### config.mk
export PLATFORM = sky130hd
export DESIGN_NAME = ubf_host
export DESIGN_NICKNAME = d
export VERILOG_FILES = /design/src/design/ubf_host.v
export VERILOG_INCLUDE_DIRS = /design/src /design/src/design
export SDC_FILE = /design/constraint.sdc
export NUM_CORES = 1
export LEC_CHECK = 0
export BUFFER_PORTS_ARGS = -buffer_cell sky130_fd_sc_hd__buf_2
export CAP_MARGIN = 20
export CORE_UTILIZATION = 55
export CTS_CLUSTER_SIZE = 30
export DETAILED_ROUTE_END_ITERATION = 8
export PLACE_DENSITY_LB_ADDON = 0.12
export SYNTH_ARGS = -nofsm -noshare
export SYNTH_HDL_FRONTEND = slang
export SYNTH_SLANG_ARGS = --single-unit
export TNS_END_PERCENT = 20
### constraint.sdc
create_clock -name clock_in -period 4.5 [get_ports clock_in]
set_clock_uncertainty 0.05 [all_clocks]
set_input_delay 0.675 -clock clock_in [delete_from_list [all_inputs] [get_ports clock_in]]
set_output_delay 0.675 -clock clock_in [all_outputs]
set_load 0.005 [all_outputs]
### src/design/ubf_host_map.vh
`ifndef UBF_HOST_MAP_VH
`define UBF_HOST_MAP_VH

// ****************************************
// Clock and link timing
// ****************************************
`define UBF_CLK_PERIOD_NS     5
`define UBF_RD_LOW_NS         50
`define UBF_RD_HIGH_NS        50
`define UBF_WR_LOW_NS         50
`define UBF_WR_HIGH_NS        50
`define UBF_RD_DATA_NS        30
`define UBF_RD_LOW_CYC        ((`UBF_RD_LOW_NS + `UBF_CLK_PERIOD_NS - 1) / `UBF_CLK_PERIOD_NS)
`define UBF_RD_HIGH_CYC       ((`UBF_RD_HIGH_NS + `UBF_CLK_PERIOD_NS - 1) / `UBF_CLK_PERIOD_NS)
`define UBF_WR_LOW_CYC        ((`UBF_WR_LOW_NS + `UBF_CLK_PERIOD_NS - 1) / `UBF_CLK_PERIOD_NS)
`define UBF_WR_HIGH_CYC       ((`UBF_WR_HIGH_NS + `UBF_CLK_PERIOD_NS - 1) / `UBF_CLK_PERIOD_NS)
`define UBF_RD_DATA_CYC       ((`UBF_RD_DATA_NS + `UBF_CLK_PERIOD_NS - 1) / `UBF_CLK_PERIOD_NS)
`define UBF_SYNC_CYC          2
`define UBF_RECOVER_CYC       3

// ****************************************
// Bus layout and states
// ****************************************
`define UBF_DATA_W            8
`define UBF_CNT_W             5
`define UBF_ST_IDLE           3'h0
`define UBF_ST_WR_LOW         3'h1
`define UBF_ST_WR_HIGH        3'h2
`define UBF_ST_RD_LOW         3'h3
`define UBF_ST_RD_HIGH        3'h4
`define UBF_ST_WR_SETUP       3'h5

`endif

### src/design/ubf_host.v
// Summary of operation
// (RL1) Device holds tx_not_ready_n high when its transmit buffer is full or busy.
// (RL2) Controller never lowers the write strobe while tx_not_ready_n is high.
// (RL3) Device drives rx_data_avail_n low while receive bytes wait to be read.
// (RL4) Device raises rx_data_avail_n once its receive buffer is empty.
// (RL5) Device takes the data bus byte on the write strobe falling edge.
// (RL6) Device forwards each accepted byte to the USB host without a flush.
// (RL7) Device drives the data bus only while the read strobe is low; ubf_dev_model drives the inverted head byte at other times.
// (RL8) Read strobe rising releases the bus and pops the byte read.
// (RL9) Device resets all state while external_reset_n is held low.
// (RL10) Device drives the suspend output low while in USB suspend.
// (RL11) Controller holds each read strobe low at least 50 ns.
// (RL12) Controller holds the read strobe high at least 50 ns between reads.
// (RL13) Device keeps rx_data_avail_n high at least 80 ns after each read.
// (RL14) Controller holds each write strobe active at least 50 ns.
// (RL15) Controller holds the write strobe inactive at least 50 ns between writes.
// (RL16) Device keeps tx_not_ready_n high at least 80 ns after each write.
// (RL17) Device ignores baud rate settings and runs at its fastest rate.
// (RL18) Bytes travel on an eight-bit two-way bus, bit zero least significant.
// (RL19) Asynchronous strobes and flags pass two flip-flops before any logic.
`timescale 1ns/10ps
`default_nettype none
`include "ubf_host_map.vh"

module ubf_host (
	// Clock and reset
	input  wire                    clock_in,
	input  wire                    rst_in,
	// User write request
	input  wire                    wr_req_in,
	input  wire [`UBF_DATA_W-1:0]  wr_data_in,
	output wire                    wr_ready_out,
	// User read request and answer
	input  wire                    rd_req_in,
	output wire                    rd_ready_out,
	output reg  [`UBF_DATA_W-1:0]  rd_data_ff_out,
	output reg                     rd_valid_ff_out,
	// Device status pins
	input  wire                    tx_not_ready_n_in,
	input  wire                    rx_data_avail_n_in,
	input  wire                    sleep_n_in,
	output wire                    suspended_out,
	// Device strobes and reset
	output wire                    wr_strobe_out,
	output wire                    rd_strobe_n_out,
	output wire                    external_reset_n_out,
	// Two-way data bus
	input  wire [`UBF_DATA_W-1:0]  data_bus_in,
	output wire [`UBF_DATA_W-1:0]  data_bus_out,
	output wire [`UBF_DATA_W-1:0]  data_bus_oe_out
);

	// ****************************************
	// Input synchronisers
	// ****************************************
	reg [2:0]              meta_ff;
	reg [2:0]              sync_ff;
	reg [`UBF_DATA_W-1:0]  bus_meta_ff;
	reg [`UBF_DATA_W-1:0]  bus_sync_ff;

	// Two stages for flags and data bus
	always @(posedge clock_in) begin
		if (rst_in) begin
			meta_ff     <= 3'h7;
			sync_ff     <= 3'h7;
			bus_meta_ff <= 8'h00;
			bus_sync_ff <= 8'h00;
		end else begin
			meta_ff     <= {sleep_n_in, rx_data_avail_n_in, tx_not_ready_n_in}; // RL19
			sync_ff     <= meta_ff;
			bus_meta_ff <= data_bus_in;
			bus_sync_ff <= bus_meta_ff;
		end
	end

	wire tx_busy_s   = sync_ff[0];
	wire rx_empty_s  = sync_ff[1];
	wire sleep_n_s   = sync_ff[2];

	// ****************************************
	// Strobe sequencer
	// ****************************************
	reg [2:0]              state_ff;
	reg [2:0]              nxt_state;
	reg [`UBF_CNT_W-1:0]   cnt_ff;
	reg [`UBF_CNT_W-1:0]   nxt_cnt;
	reg [`UBF_DATA_W-1:0]  wdata_ff;
	reg [`UBF_DATA_W-1:0]  nxt_wdata;
	reg                    wr_ff;
	reg                    nxt_wr;
	reg                    rd_n_ff;
	reg                    nxt_rd_n;
	reg                    oe_ff;
	reg                    nxt_oe;
	reg [`UBF_DATA_W-1:0]  nxt_rd_data;
	reg                    nxt_rd_valid;

	wire idle_w = (state_ff == `UBF_ST_IDLE);

	// Counter loads; read adds bus settle and sync time, recovery lets flags settle
	localparam [31:0] WR_LOW_N  = `UBF_WR_LOW_CYC;
	localparam [31:0] WR_HIGH_N = `UBF_WR_HIGH_CYC + `UBF_RECOVER_CYC;
	localparam [31:0] RD_LOW_N  = `UBF_RD_LOW_CYC + `UBF_RD_DATA_CYC + `UBF_SYNC_CYC;
	localparam [31:0] RD_HIGH_N = `UBF_RD_HIGH_CYC + `UBF_RECOVER_CYC;

	// Write has priority; both need idle and a ready device
	assign wr_ready_out = idle_w && !tx_busy_s; // RL2
	assign rd_ready_out = idle_w && !rx_empty_s && !wr_req_in; // RL3

	// Next state and strobe levels
	always @* begin
		nxt_state    = state_ff;
		nxt_cnt      = cnt_ff;
		nxt_wdata    = wdata_ff;
		nxt_wr       = wr_ff;
		nxt_rd_n     = rd_n_ff;
		nxt_oe       = oe_ff;
		nxt_rd_data  = rd_data_ff_out;
		nxt_rd_valid = 1'b0;
		case (state_ff)
			`UBF_ST_IDLE: begin
				if (wr_req_in && !tx_busy_s) begin
					// Data goes out a cycle before the strobe falls
					nxt_wdata = wr_data_in;
					nxt_oe    = 1'b1;
					nxt_state = `UBF_ST_WR_SETUP; // RL2
				end else if (rd_req_in && !rx_empty_s) begin
					nxt_rd_n  = 1'b0; // RL7
					nxt_cnt   = RD_LOW_N[`UBF_CNT_W-1:0];
					nxt_state = `UBF_ST_RD_LOW;
				end
			end
			`UBF_ST_WR_SETUP: begin
				// Bus has settled; device takes the byte on this fall
				nxt_wr    = 1'b0; // RL5
				nxt_cnt   = WR_LOW_N[`UBF_CNT_W-1:0];
				nxt_state = `UBF_ST_WR_LOW;
			end
			`UBF_ST_WR_LOW: begin
				if (cnt_ff > 1) begin
					nxt_cnt = cnt_ff - 1'b1;
				end else begin
					nxt_wr    = 1'b1; // RL14
					nxt_cnt   = WR_HIGH_N[`UBF_CNT_W-1:0];
					nxt_state = `UBF_ST_WR_HIGH;
				end
			end
			`UBF_ST_WR_HIGH: begin
				// Data held two cycles past strobe rise, then bus released
				if (cnt_ff != WR_HIGH_N[`UBF_CNT_W-1:0]) begin
					nxt_oe = 1'b0;
				end
				if (cnt_ff > 1) begin
					nxt_cnt = cnt_ff - 1'b1;
				end else begin
					nxt_state = `UBF_ST_IDLE; // RL15 RL16
				end
			end
			`UBF_ST_RD_LOW: begin
				if (cnt_ff > 1) begin
					nxt_cnt = cnt_ff - 1'b1;
				end else begin
					// Synced bus sample is stable by now
					nxt_rd_data  = bus_sync_ff; // RL18
					nxt_rd_valid = 1'b1;
					nxt_rd_n     = 1'b1; // RL8 RL11
					nxt_cnt      = RD_HIGH_N[`UBF_CNT_W-1:0];
					nxt_state    = `UBF_ST_RD_HIGH;
				end
			end
			`UBF_ST_RD_HIGH: begin
				// Wait lets the flag settle before next read
				if (cnt_ff > 1) begin
					nxt_cnt = cnt_ff - 1'b1;
				end else begin
					nxt_state = `UBF_ST_IDLE; // RL12 RL13
				end
			end
			default: begin
				nxt_state = `UBF_ST_IDLE;
				nxt_wr    = 1'b1;
				nxt_rd_n  = 1'b1;
				nxt_oe    = 1'b0;
			end
		endcase
	end

	// State registers
	always @(posedge clock_in) begin
		if (rst_in) begin
			state_ff        <= `UBF_ST_IDLE;
			cnt_ff          <= {`UBF_CNT_W{1'b0}};
			wdata_ff        <= 8'h00;
			wr_ff           <= 1'b1;
			rd_n_ff         <= 1'b1;
			oe_ff           <= 1'b0;
			rd_data_ff_out  <= 8'h00;
			rd_valid_ff_out <= 1'b0;
		end else begin
			state_ff        <= nxt_state;
			cnt_ff          <= nxt_cnt;
			wdata_ff        <= nxt_wdata;
			wr_ff           <= nxt_wr;
			rd_n_ff         <= nxt_rd_n;
			oe_ff           <= nxt_oe;
			rd_data_ff_out  <= nxt_rd_data;
			rd_valid_ff_out <= nxt_rd_valid;
		end
	end

	// ****************************************
	// Pin drive
	// ****************************************
	// Device reset follows our reset
	assign external_reset_n_out = !rst_in; // RL9
	assign wr_strobe_out        = wr_ff;
	assign rd_strobe_n_out      = rd_n_ff;
	assign data_bus_out         = wdata_ff;
	assign data_bus_oe_out      = {`UBF_DATA_W{oe_ff}};
	assign suspended_out        = !sleep_n_s; // RL10

endmodule // ubf_host

`default_nettype wire

==> results of run 1 <==
[synthesized netlist by cell type (3+ instances only)]
| master | instances |
|---|---|
| mux2i_1 | 10 |
| buf_2 | 3 |
| nor3_4 | 3 |
| nor3_1 | 4 |
| inv_1 | 7 |
| a21oi_1 | 16 |
| nor2b_1 | 21 |
| o21ai_0 | 8 |
| nand4_1 | 3 |
| clkbuf_1 | 7 |
| dfxtp_1 | 50 |
| buf_4 | 10 |
| nand2_1 | 16 |
| or2_2 | 6 |
| nand3_1 | 9 |
| nor2_1 | 14 |
[metal layers]
layer	vias up	GRT usage (%)
met4	0	7.67
met5	-	0
met3	4	5.71
met2	47	33.9
met1	713	24.3
li1	836	-
[kinds of logic after synthesis]
family / Yosys count
buffers and inverters: 28
and+or+nand+nor: 90
xor gates and xnor gates: 2
AOI/OAI and AO/OA: 41
adders and majority gates: 2
muxes: 10
DFF: 50
[layout make-up]
| class | instances | area (sq um) |
|---|---|---|
| well taps | 48 | 60.1 |
| inverters | 8 | 30.0 |
| repair buffers | 54 | 273 |
| clock buffers | 5 | 68.8 |
| flip-flops and latches | 50 | 1000 |
| multi-input cells | 145 | 961 |
| clock inverters | 2 | 13.8 |
| fillers | 324 | 1250 |
[worst max-delay path, cell delays in order (launching register included)]
cell     delay, ps
dfxtp_1        550
or3_1          580
nor3_1         160
buf_2          150
[cell usage in the layout, fill, tap and decap left out, types with 7 or more instances in the layout]
cell type,count
dfxtp_1,50
mux2i_1,10
inv_1,7
a21oi_1,16
buf_2,53
nor2_1,14
nand2_1,16
nand3_1,9
o21ai_0,8
nor2b_1,21
[report_power, final]
| group | switching, mW | internal, mW | total, mW |
|---|---|---|---|
| combinational | 0.0845 | 0.0690 | 0.154 |
| clock | 0.141 | 0.108 | 0.248 |
| sequential | 0.0196 | 0.460 | 0.480 |
[how the worst max path moves through the flow]
stage / cells past startpoint / end / startpoint
after global placement: 4 / external_reset_n_out / rst_in
after floorplan: 2 / external_reset_n_out / rst_in
after global routing: 3 / rd_ready_out / state_ff[2]
after CTS: 3 / rd_ready_out / state_ff[2]
final: 3 / rd_ready_out / state_ff[2]
after detailed placement: 5 / cnt_ff[0] / wr_req_in
[stage by stage]
stage	util (%)	total power [mW]
after CTS	65.8	0.890
after floorplan	-	0.609
after global placement	63.5	0.641
after global routing	65.8	0.929
final	65.8	0.882
after detailed placement	63.5	0.643
[sequential cells by signal, summed over array words and instances (netlist names), 3 cells and up]
name / flops
bus_sync_ff: 8
data_bus_out: 8
sync_ff: 3
cnt_ff: 5
bus_meta_ff: 8
meta_ff: 3
state_ff: 3
rd_data_ff_out: 8
==> results.json, run 1 <==
{
  "status": "finished clean",
  "layout_min_cycle_time_ps": 2450,
  "holdPathEnd": "sync_ff[0]",
  "drt_iter0_drc": 82,
  "leakage_nw": 1.09,
  "r2r-end": "rd_data_ff_out[2]",
  "fin_crit_sh_pct": 54.5,
  "cts_buffers": 5,
  "ys_seq_elements": 50,
  "reg2regPathDepth": 4,
  "yosys_warnings": 0,
  "crit_fanout": 20,
  "hp-class": "flop to flop",
  "tns_ps": 0,
  "power_density_mw_per_mm2": 366,
  "synth_nets": 248,
  "gp_congestion": 0.859,
  "final_nets": 289,
  "fin_area_sq_mm": 0.00241,
  "viasPerCell": 5.13,
  "maxCapViolCount": 0,
  "cts_resized": 0,
  "wl_met1_um": 1760,
  "start_util_pct": 57.6,
  "diodes": 0,
  "yosys.area_share.simple_pct": 25.4,
  "synthArstFlopShare_pct": 0,
  "synth_edf_count": 0,
  "holdPathStages": 1,
  "fmax_mhz": 407,
  "drc_errors": 0,
  "dp_cells": 305,
  "worstPathRequired_ps": 3770,
  "cts_setup_buffers": 0,
  "synth_top_family_by_area": "simple AND/OR/NAND/NOR gates",
  "cp-start-kind": "flop",
  "finalNonFillerCells": 312,
  "clk_pin_slew_ps": 80,
  "wl_per_cell_um": 12.2,
  "met2_length_um": 1810,
  "top_layer_used": "met4",
  "yosysSeqAreaShare_pct": 47.5,
  "ys_types": 46,
  "wl_met3_um": 203,
  "grt_use_total_pct": 20.2,
  "hold_violations": 0,
  "hold_slack_ps": 363,
  "layout_setup_ws_ps": 2050,
  "ir_drop_uv": 257,
  "synth.area.mux_share_pct": 4.75,
  "routed-via-count": 1600,
  "synthAdderAreaFrac_pct": 1.19,
  "grt_first_pass_wirelength_um": 6400,
  "worstReg2RegStart": "state_ff[1]",
  "grt_max_degree": 51,
  "antenna_found_initial": 0,
  "rsz0062_at_grt": "no",
  "finalSetupViolations": 0,
  "place_area_sq_mm": 0.00232,
  "holdBufCountCts": 0,
  "yosys.area.top_type": "dfxtp_1",
  "port-buffer-count": 53,
  "worstMarginPinSlew_ps": 886,
  "clock_latency_ps": 290,
  "synthCells": 223,
  "cts_tree": "done",
  "maxSlewHeadroom_pct": 40.8,
  "die_area_sq_mm": 0.00409,
  "first_pass_iters": 5,
  "dp_hpwl_um": 2600,
  "grt_pass1_vias": 1426,
  "synth_flop_cell": "dfxtp_1",
  "arrival_ps": 1730,
  "cts_num_sinks": 50,
  "clockRootBuffer": "clkbuf_8",
  "num_rows": 22,
  "globalRouteOverflowTotal": 0,
  "coreArea_sq_mm": 0.00366,
  "slew_viol_final": 0,
  "cts_max_level": 2,
  "area_growth_pct": 14.2,
  "drive_above_1_share_pct": 30.7,
  "ant_nets": 0,
  "ios": 54,
  "die_x_um": 63.9,
  "hold_start": "meta_ff[0]",
  "r2r_slack_ps": 2490,
  "wirelength_um": 3800,
  "synth_area_leaders": "dfxtp_1 (47%), nor2b_1 (6.2%), mux2i_1 (4.7%), a21oi_1 (3.8%), buf_4 (3.6%)",
  "endpoint_kind": "output pin",
  "syn_avg_cell_area_sq_um": 9.45,
  "synth_top_area_share_pct": 47.5,
  "clk_path_buf_depth": 2,
  "dp_worst_setup_slack_ps": 2280,
  "die_y_um": 63.9,
  "synth_xor_area_share_pct": 0.831,
  "netlist_area_sq_mm": 0.00211,
  "synth_compound_area_share_pct": 13.4,
  "worstSetupPathType": "flop to output pin"
}
(Power assumes the default switching activity.)
==> inputs of run 2 (changes only) <==
--- a/config.mk
+++ b/config.mk
@@ -8,7 +8,7 @@
 export LEC_CHECK = 0
 export BUFFER_PORTS_ARGS = -buffer_cell sky130_fd_sc_hd__buf_2
 export CAP_MARGIN = 20
-export CORE_UTILIZATION = 55
+export CORE_UTILIZATION = 52
 export CTS_CLUSTER_SIZE = 30
 export DETAILED_ROUTE_END_ITERATION = 8
 export PLACE_DENSITY_LB_ADDON = 0.12
==> constraint.sdc (replaced) <==
create_clock -name clock_in -period 2.44 [get_ports clock_in]
set_clock_uncertainty 0.05 [all_clocks]
set_input_delay 0.366 -clock clock_in [delete_from_list [all_inputs] [get_ports clock_in]]
set_output_delay 0.366 -clock clock_in [all_outputs]
set_load 0.005 [all_outputs]
==> run 2 against run 1 <==
  * Hold slack worse by 170 ps
  * Global-route usage shrank 0.76 points
  * Worst setup slack worse by 1700 ps
  * First-iteration DRC count grew 16%
  * Sequential share of layout area fell by 0.78 points
  * Combinational power grew 84%
  * Power grew 100%
==> results.json, run 2 (same netlist as run 1, synthesis figures left out) <==
{
  "die_y_um": 65.7,
  "viasPerCell": 5.31,
  "dp_hpwl_um": 2770,
  "first_pass_iters": 4,
  "hp-class": "input pin to flop",
  "worstPathRequired_ps": 2020,
  "area_growth_pct": 16.4,
  "routed-via-count": 1668,
  "clockRootBuffer": "clkbuf_8",
  "cts_setup_buffers": 0,
  "grt_use_total_pct": 19.4,
  "crit_chain": "or3_1 -> nor3_1 -> buf_2",
  "die_x_um": 65.7,
  "tns_ps": 0,
  "p_seq_share_pct": 50.0,
  "cts_max_level": 2,
  "globalRouteOverflowTotal": 0,
  "coreArea_sq_mm": 0.00377,
  "hold_slack_ps": 190,
  "comb_power_share_pct": 16.0,
  "cts_resized": 0,
  "ir_drop_uv": 413,
  "antenna_found_initial": 0,
  "final_cell_mix": "buf_2 (53), dfxtp_1 (50), nor2b_1 (21), nand2_1 (16), a21oi_1 (16)",
  "power_density_mw_per_mm2": 722,
  "layout_min_cycle_time_ps": 2130,
  "cp-start-kind": "flop",
  "r2r_slack_ps": 440,
  "final_nets": 290,
  "clk_path_buf_depth": 2,
  "wirelength_um": 3930,
  "maxCapViolCount": 0,
  "mostFrequentLayoutCell": "buf_2",
  "p_int_mw": 1.31,
  "crit_fanout": 20,
  "drive_above_1_share_pct": 31.2,
  "maxSlewHeadroom_pct": 51.5,
  "ant_nets": 0,
  "r2r-end": "rd_data_ff_out[4]",
  "ios": 54,
  "start_util_pct": 55.9,
  "max_stage_delay_ps": 570,
  "gp_congestion": 0.928,
  "grt_max_degree": 30,
  "seq_area_sq_mm": 0.00100,
  "diodes": 0,
  "cts_tree": "done",
  "swShare_pct": 25.8,
  "p_switching_mw": 0.457,
  "finalPower_mw": 1.77,
  "clock_latency_ps": 300,
  "num_rows": 22,
  "slew_viol_final": 0,
  "die_area_sq_mm": 0.00431,
  "drc_errors": 0,
  "cts_num_sinks": 50,
  "status": "finished clean",
  "fin_crit_sh_pct": 87.2,
  "rsz0062_at_grt": "no",
  "multi_input_area_sq_um": 961,
  "endpoint_kind": "output pin",
  "grt_pass1_vias": 1409,
  "port-buffer-count": 53,
  "leakage_nw": 1.11,
  "drt_iter0_drc": 95,
  "crit_end": "rd_ready_out",
  "worstMarginPinSlew_ps": 726,
  "startpoint": "state_ff[2]",
  "finalSetupViolations": 0,
  "worstSetupPathType": "flop to output pin",
  "critPathSlowestCell": "or3_1",
  "hold_violations": 0,
  "worstReg2RegStart": "cnt_ff[0]",
  "arrival_ps": 1710,
  "reg2regPathDepth": 5,
  "wl_per_cell_um": 12.5,
  "holdBufCountCts": 0,
  "nFillCells": 325,
  "grt_first_pass_wirelength_um": 6340,
  "clk_pin_slew_ps": 90,
  "cts_buffers": 5,
  "fmax_mhz": 470,
  "p_clk_share_pct": 33.9
}
## run 2: changes by cell type in the layout (fill, tap and decap cells not counted), sizes merged
cell    before  now
clkbuf       5    6
buf         54   55
bufinv       0    1
clkinv       1    0
## run 2: how the worst min path moves through the flow
stage | from | endpoint | cells after the start | slack (ps)
2_1_floorplan | meta_ff[0] | sync_ff[0] | 1 | 340
3_3_place_gp | meta_ff[2] | sync_ff[2] | 1 | 340
3_5_place_dp | meta_ff[2] | sync_ff[2] | 1 | 350
4_1_cts | tx_not_ready_n_in | meta_ff[0] | 2 | 180
5_1_grt | sleep_n_in | meta_ff[2] | 2 | 180
6_report | tx_not_ready_n_in | meta_ff[0] | 2 | 190
## run 2: per-layer routing
layer | wire (um) | share of wire (%) | up-vias | global-route usage (%)
li1 | - | - | 840 | -
met1 | 1800 | 46 | 758 | 24.6
met2 | 1800 | 46 | 66 | 31.4
met3 | 299 | 7.6 | 4 | 5.90
met4 | 28 | 0.71 | 0 | 5.98
met5 | 0 | 0 | - | 0
## run 2: area by class of cell
type,instances,area share [%]
inverters,8,1.22
repair buffers,55,11.4
clock inverters,2,1.58
multi-input cells,145,39.2
flip-flops and latches,50,40.8
clock buffers,6,3.37
well taps,48,2.45
## run 2: worst max-delay path: cells and delay by family, from the launching register on
| family | cells | cell delay, ps |
|---|---|---|
| buffers and inverters | 1 | 140 |
| DFF | 1 | 540 |
| and+or+nand+nor | 2 | 730 |
## run 2: metrics by stage
step / instance area, sq um / utilization, % / cells / worst slack [ps]
floorplan: 2110 / - / 223 / 876
CTS: 2450 / 65.1 / 314 / 299
detailed placement: 2330 / 61.8 / 306 / 446
finish: 2450 / 65.1 / 314 / 313
global route: 2450 / 65.1 / 314 / 209
global placement: 2330 / 61.8 / 306 / 565
## run 2: power groups by stage
| stage | clock network, mW | registers [mW] | logic, mW |
|---|---|---|---|
| after floorplan | 0 | 0.891 | 0.233 |
| after global placement | 0 | 0.903 | 0.283 |
| after detailed placement | 0 | 0.905 | 0.281 |
| after CTS | 0.617 | 0.886 | 0.284 |
| after global routing | 0.660 | 0.893 | 0.313 |
| final | 0.601 | 0.886 | 0.284 |
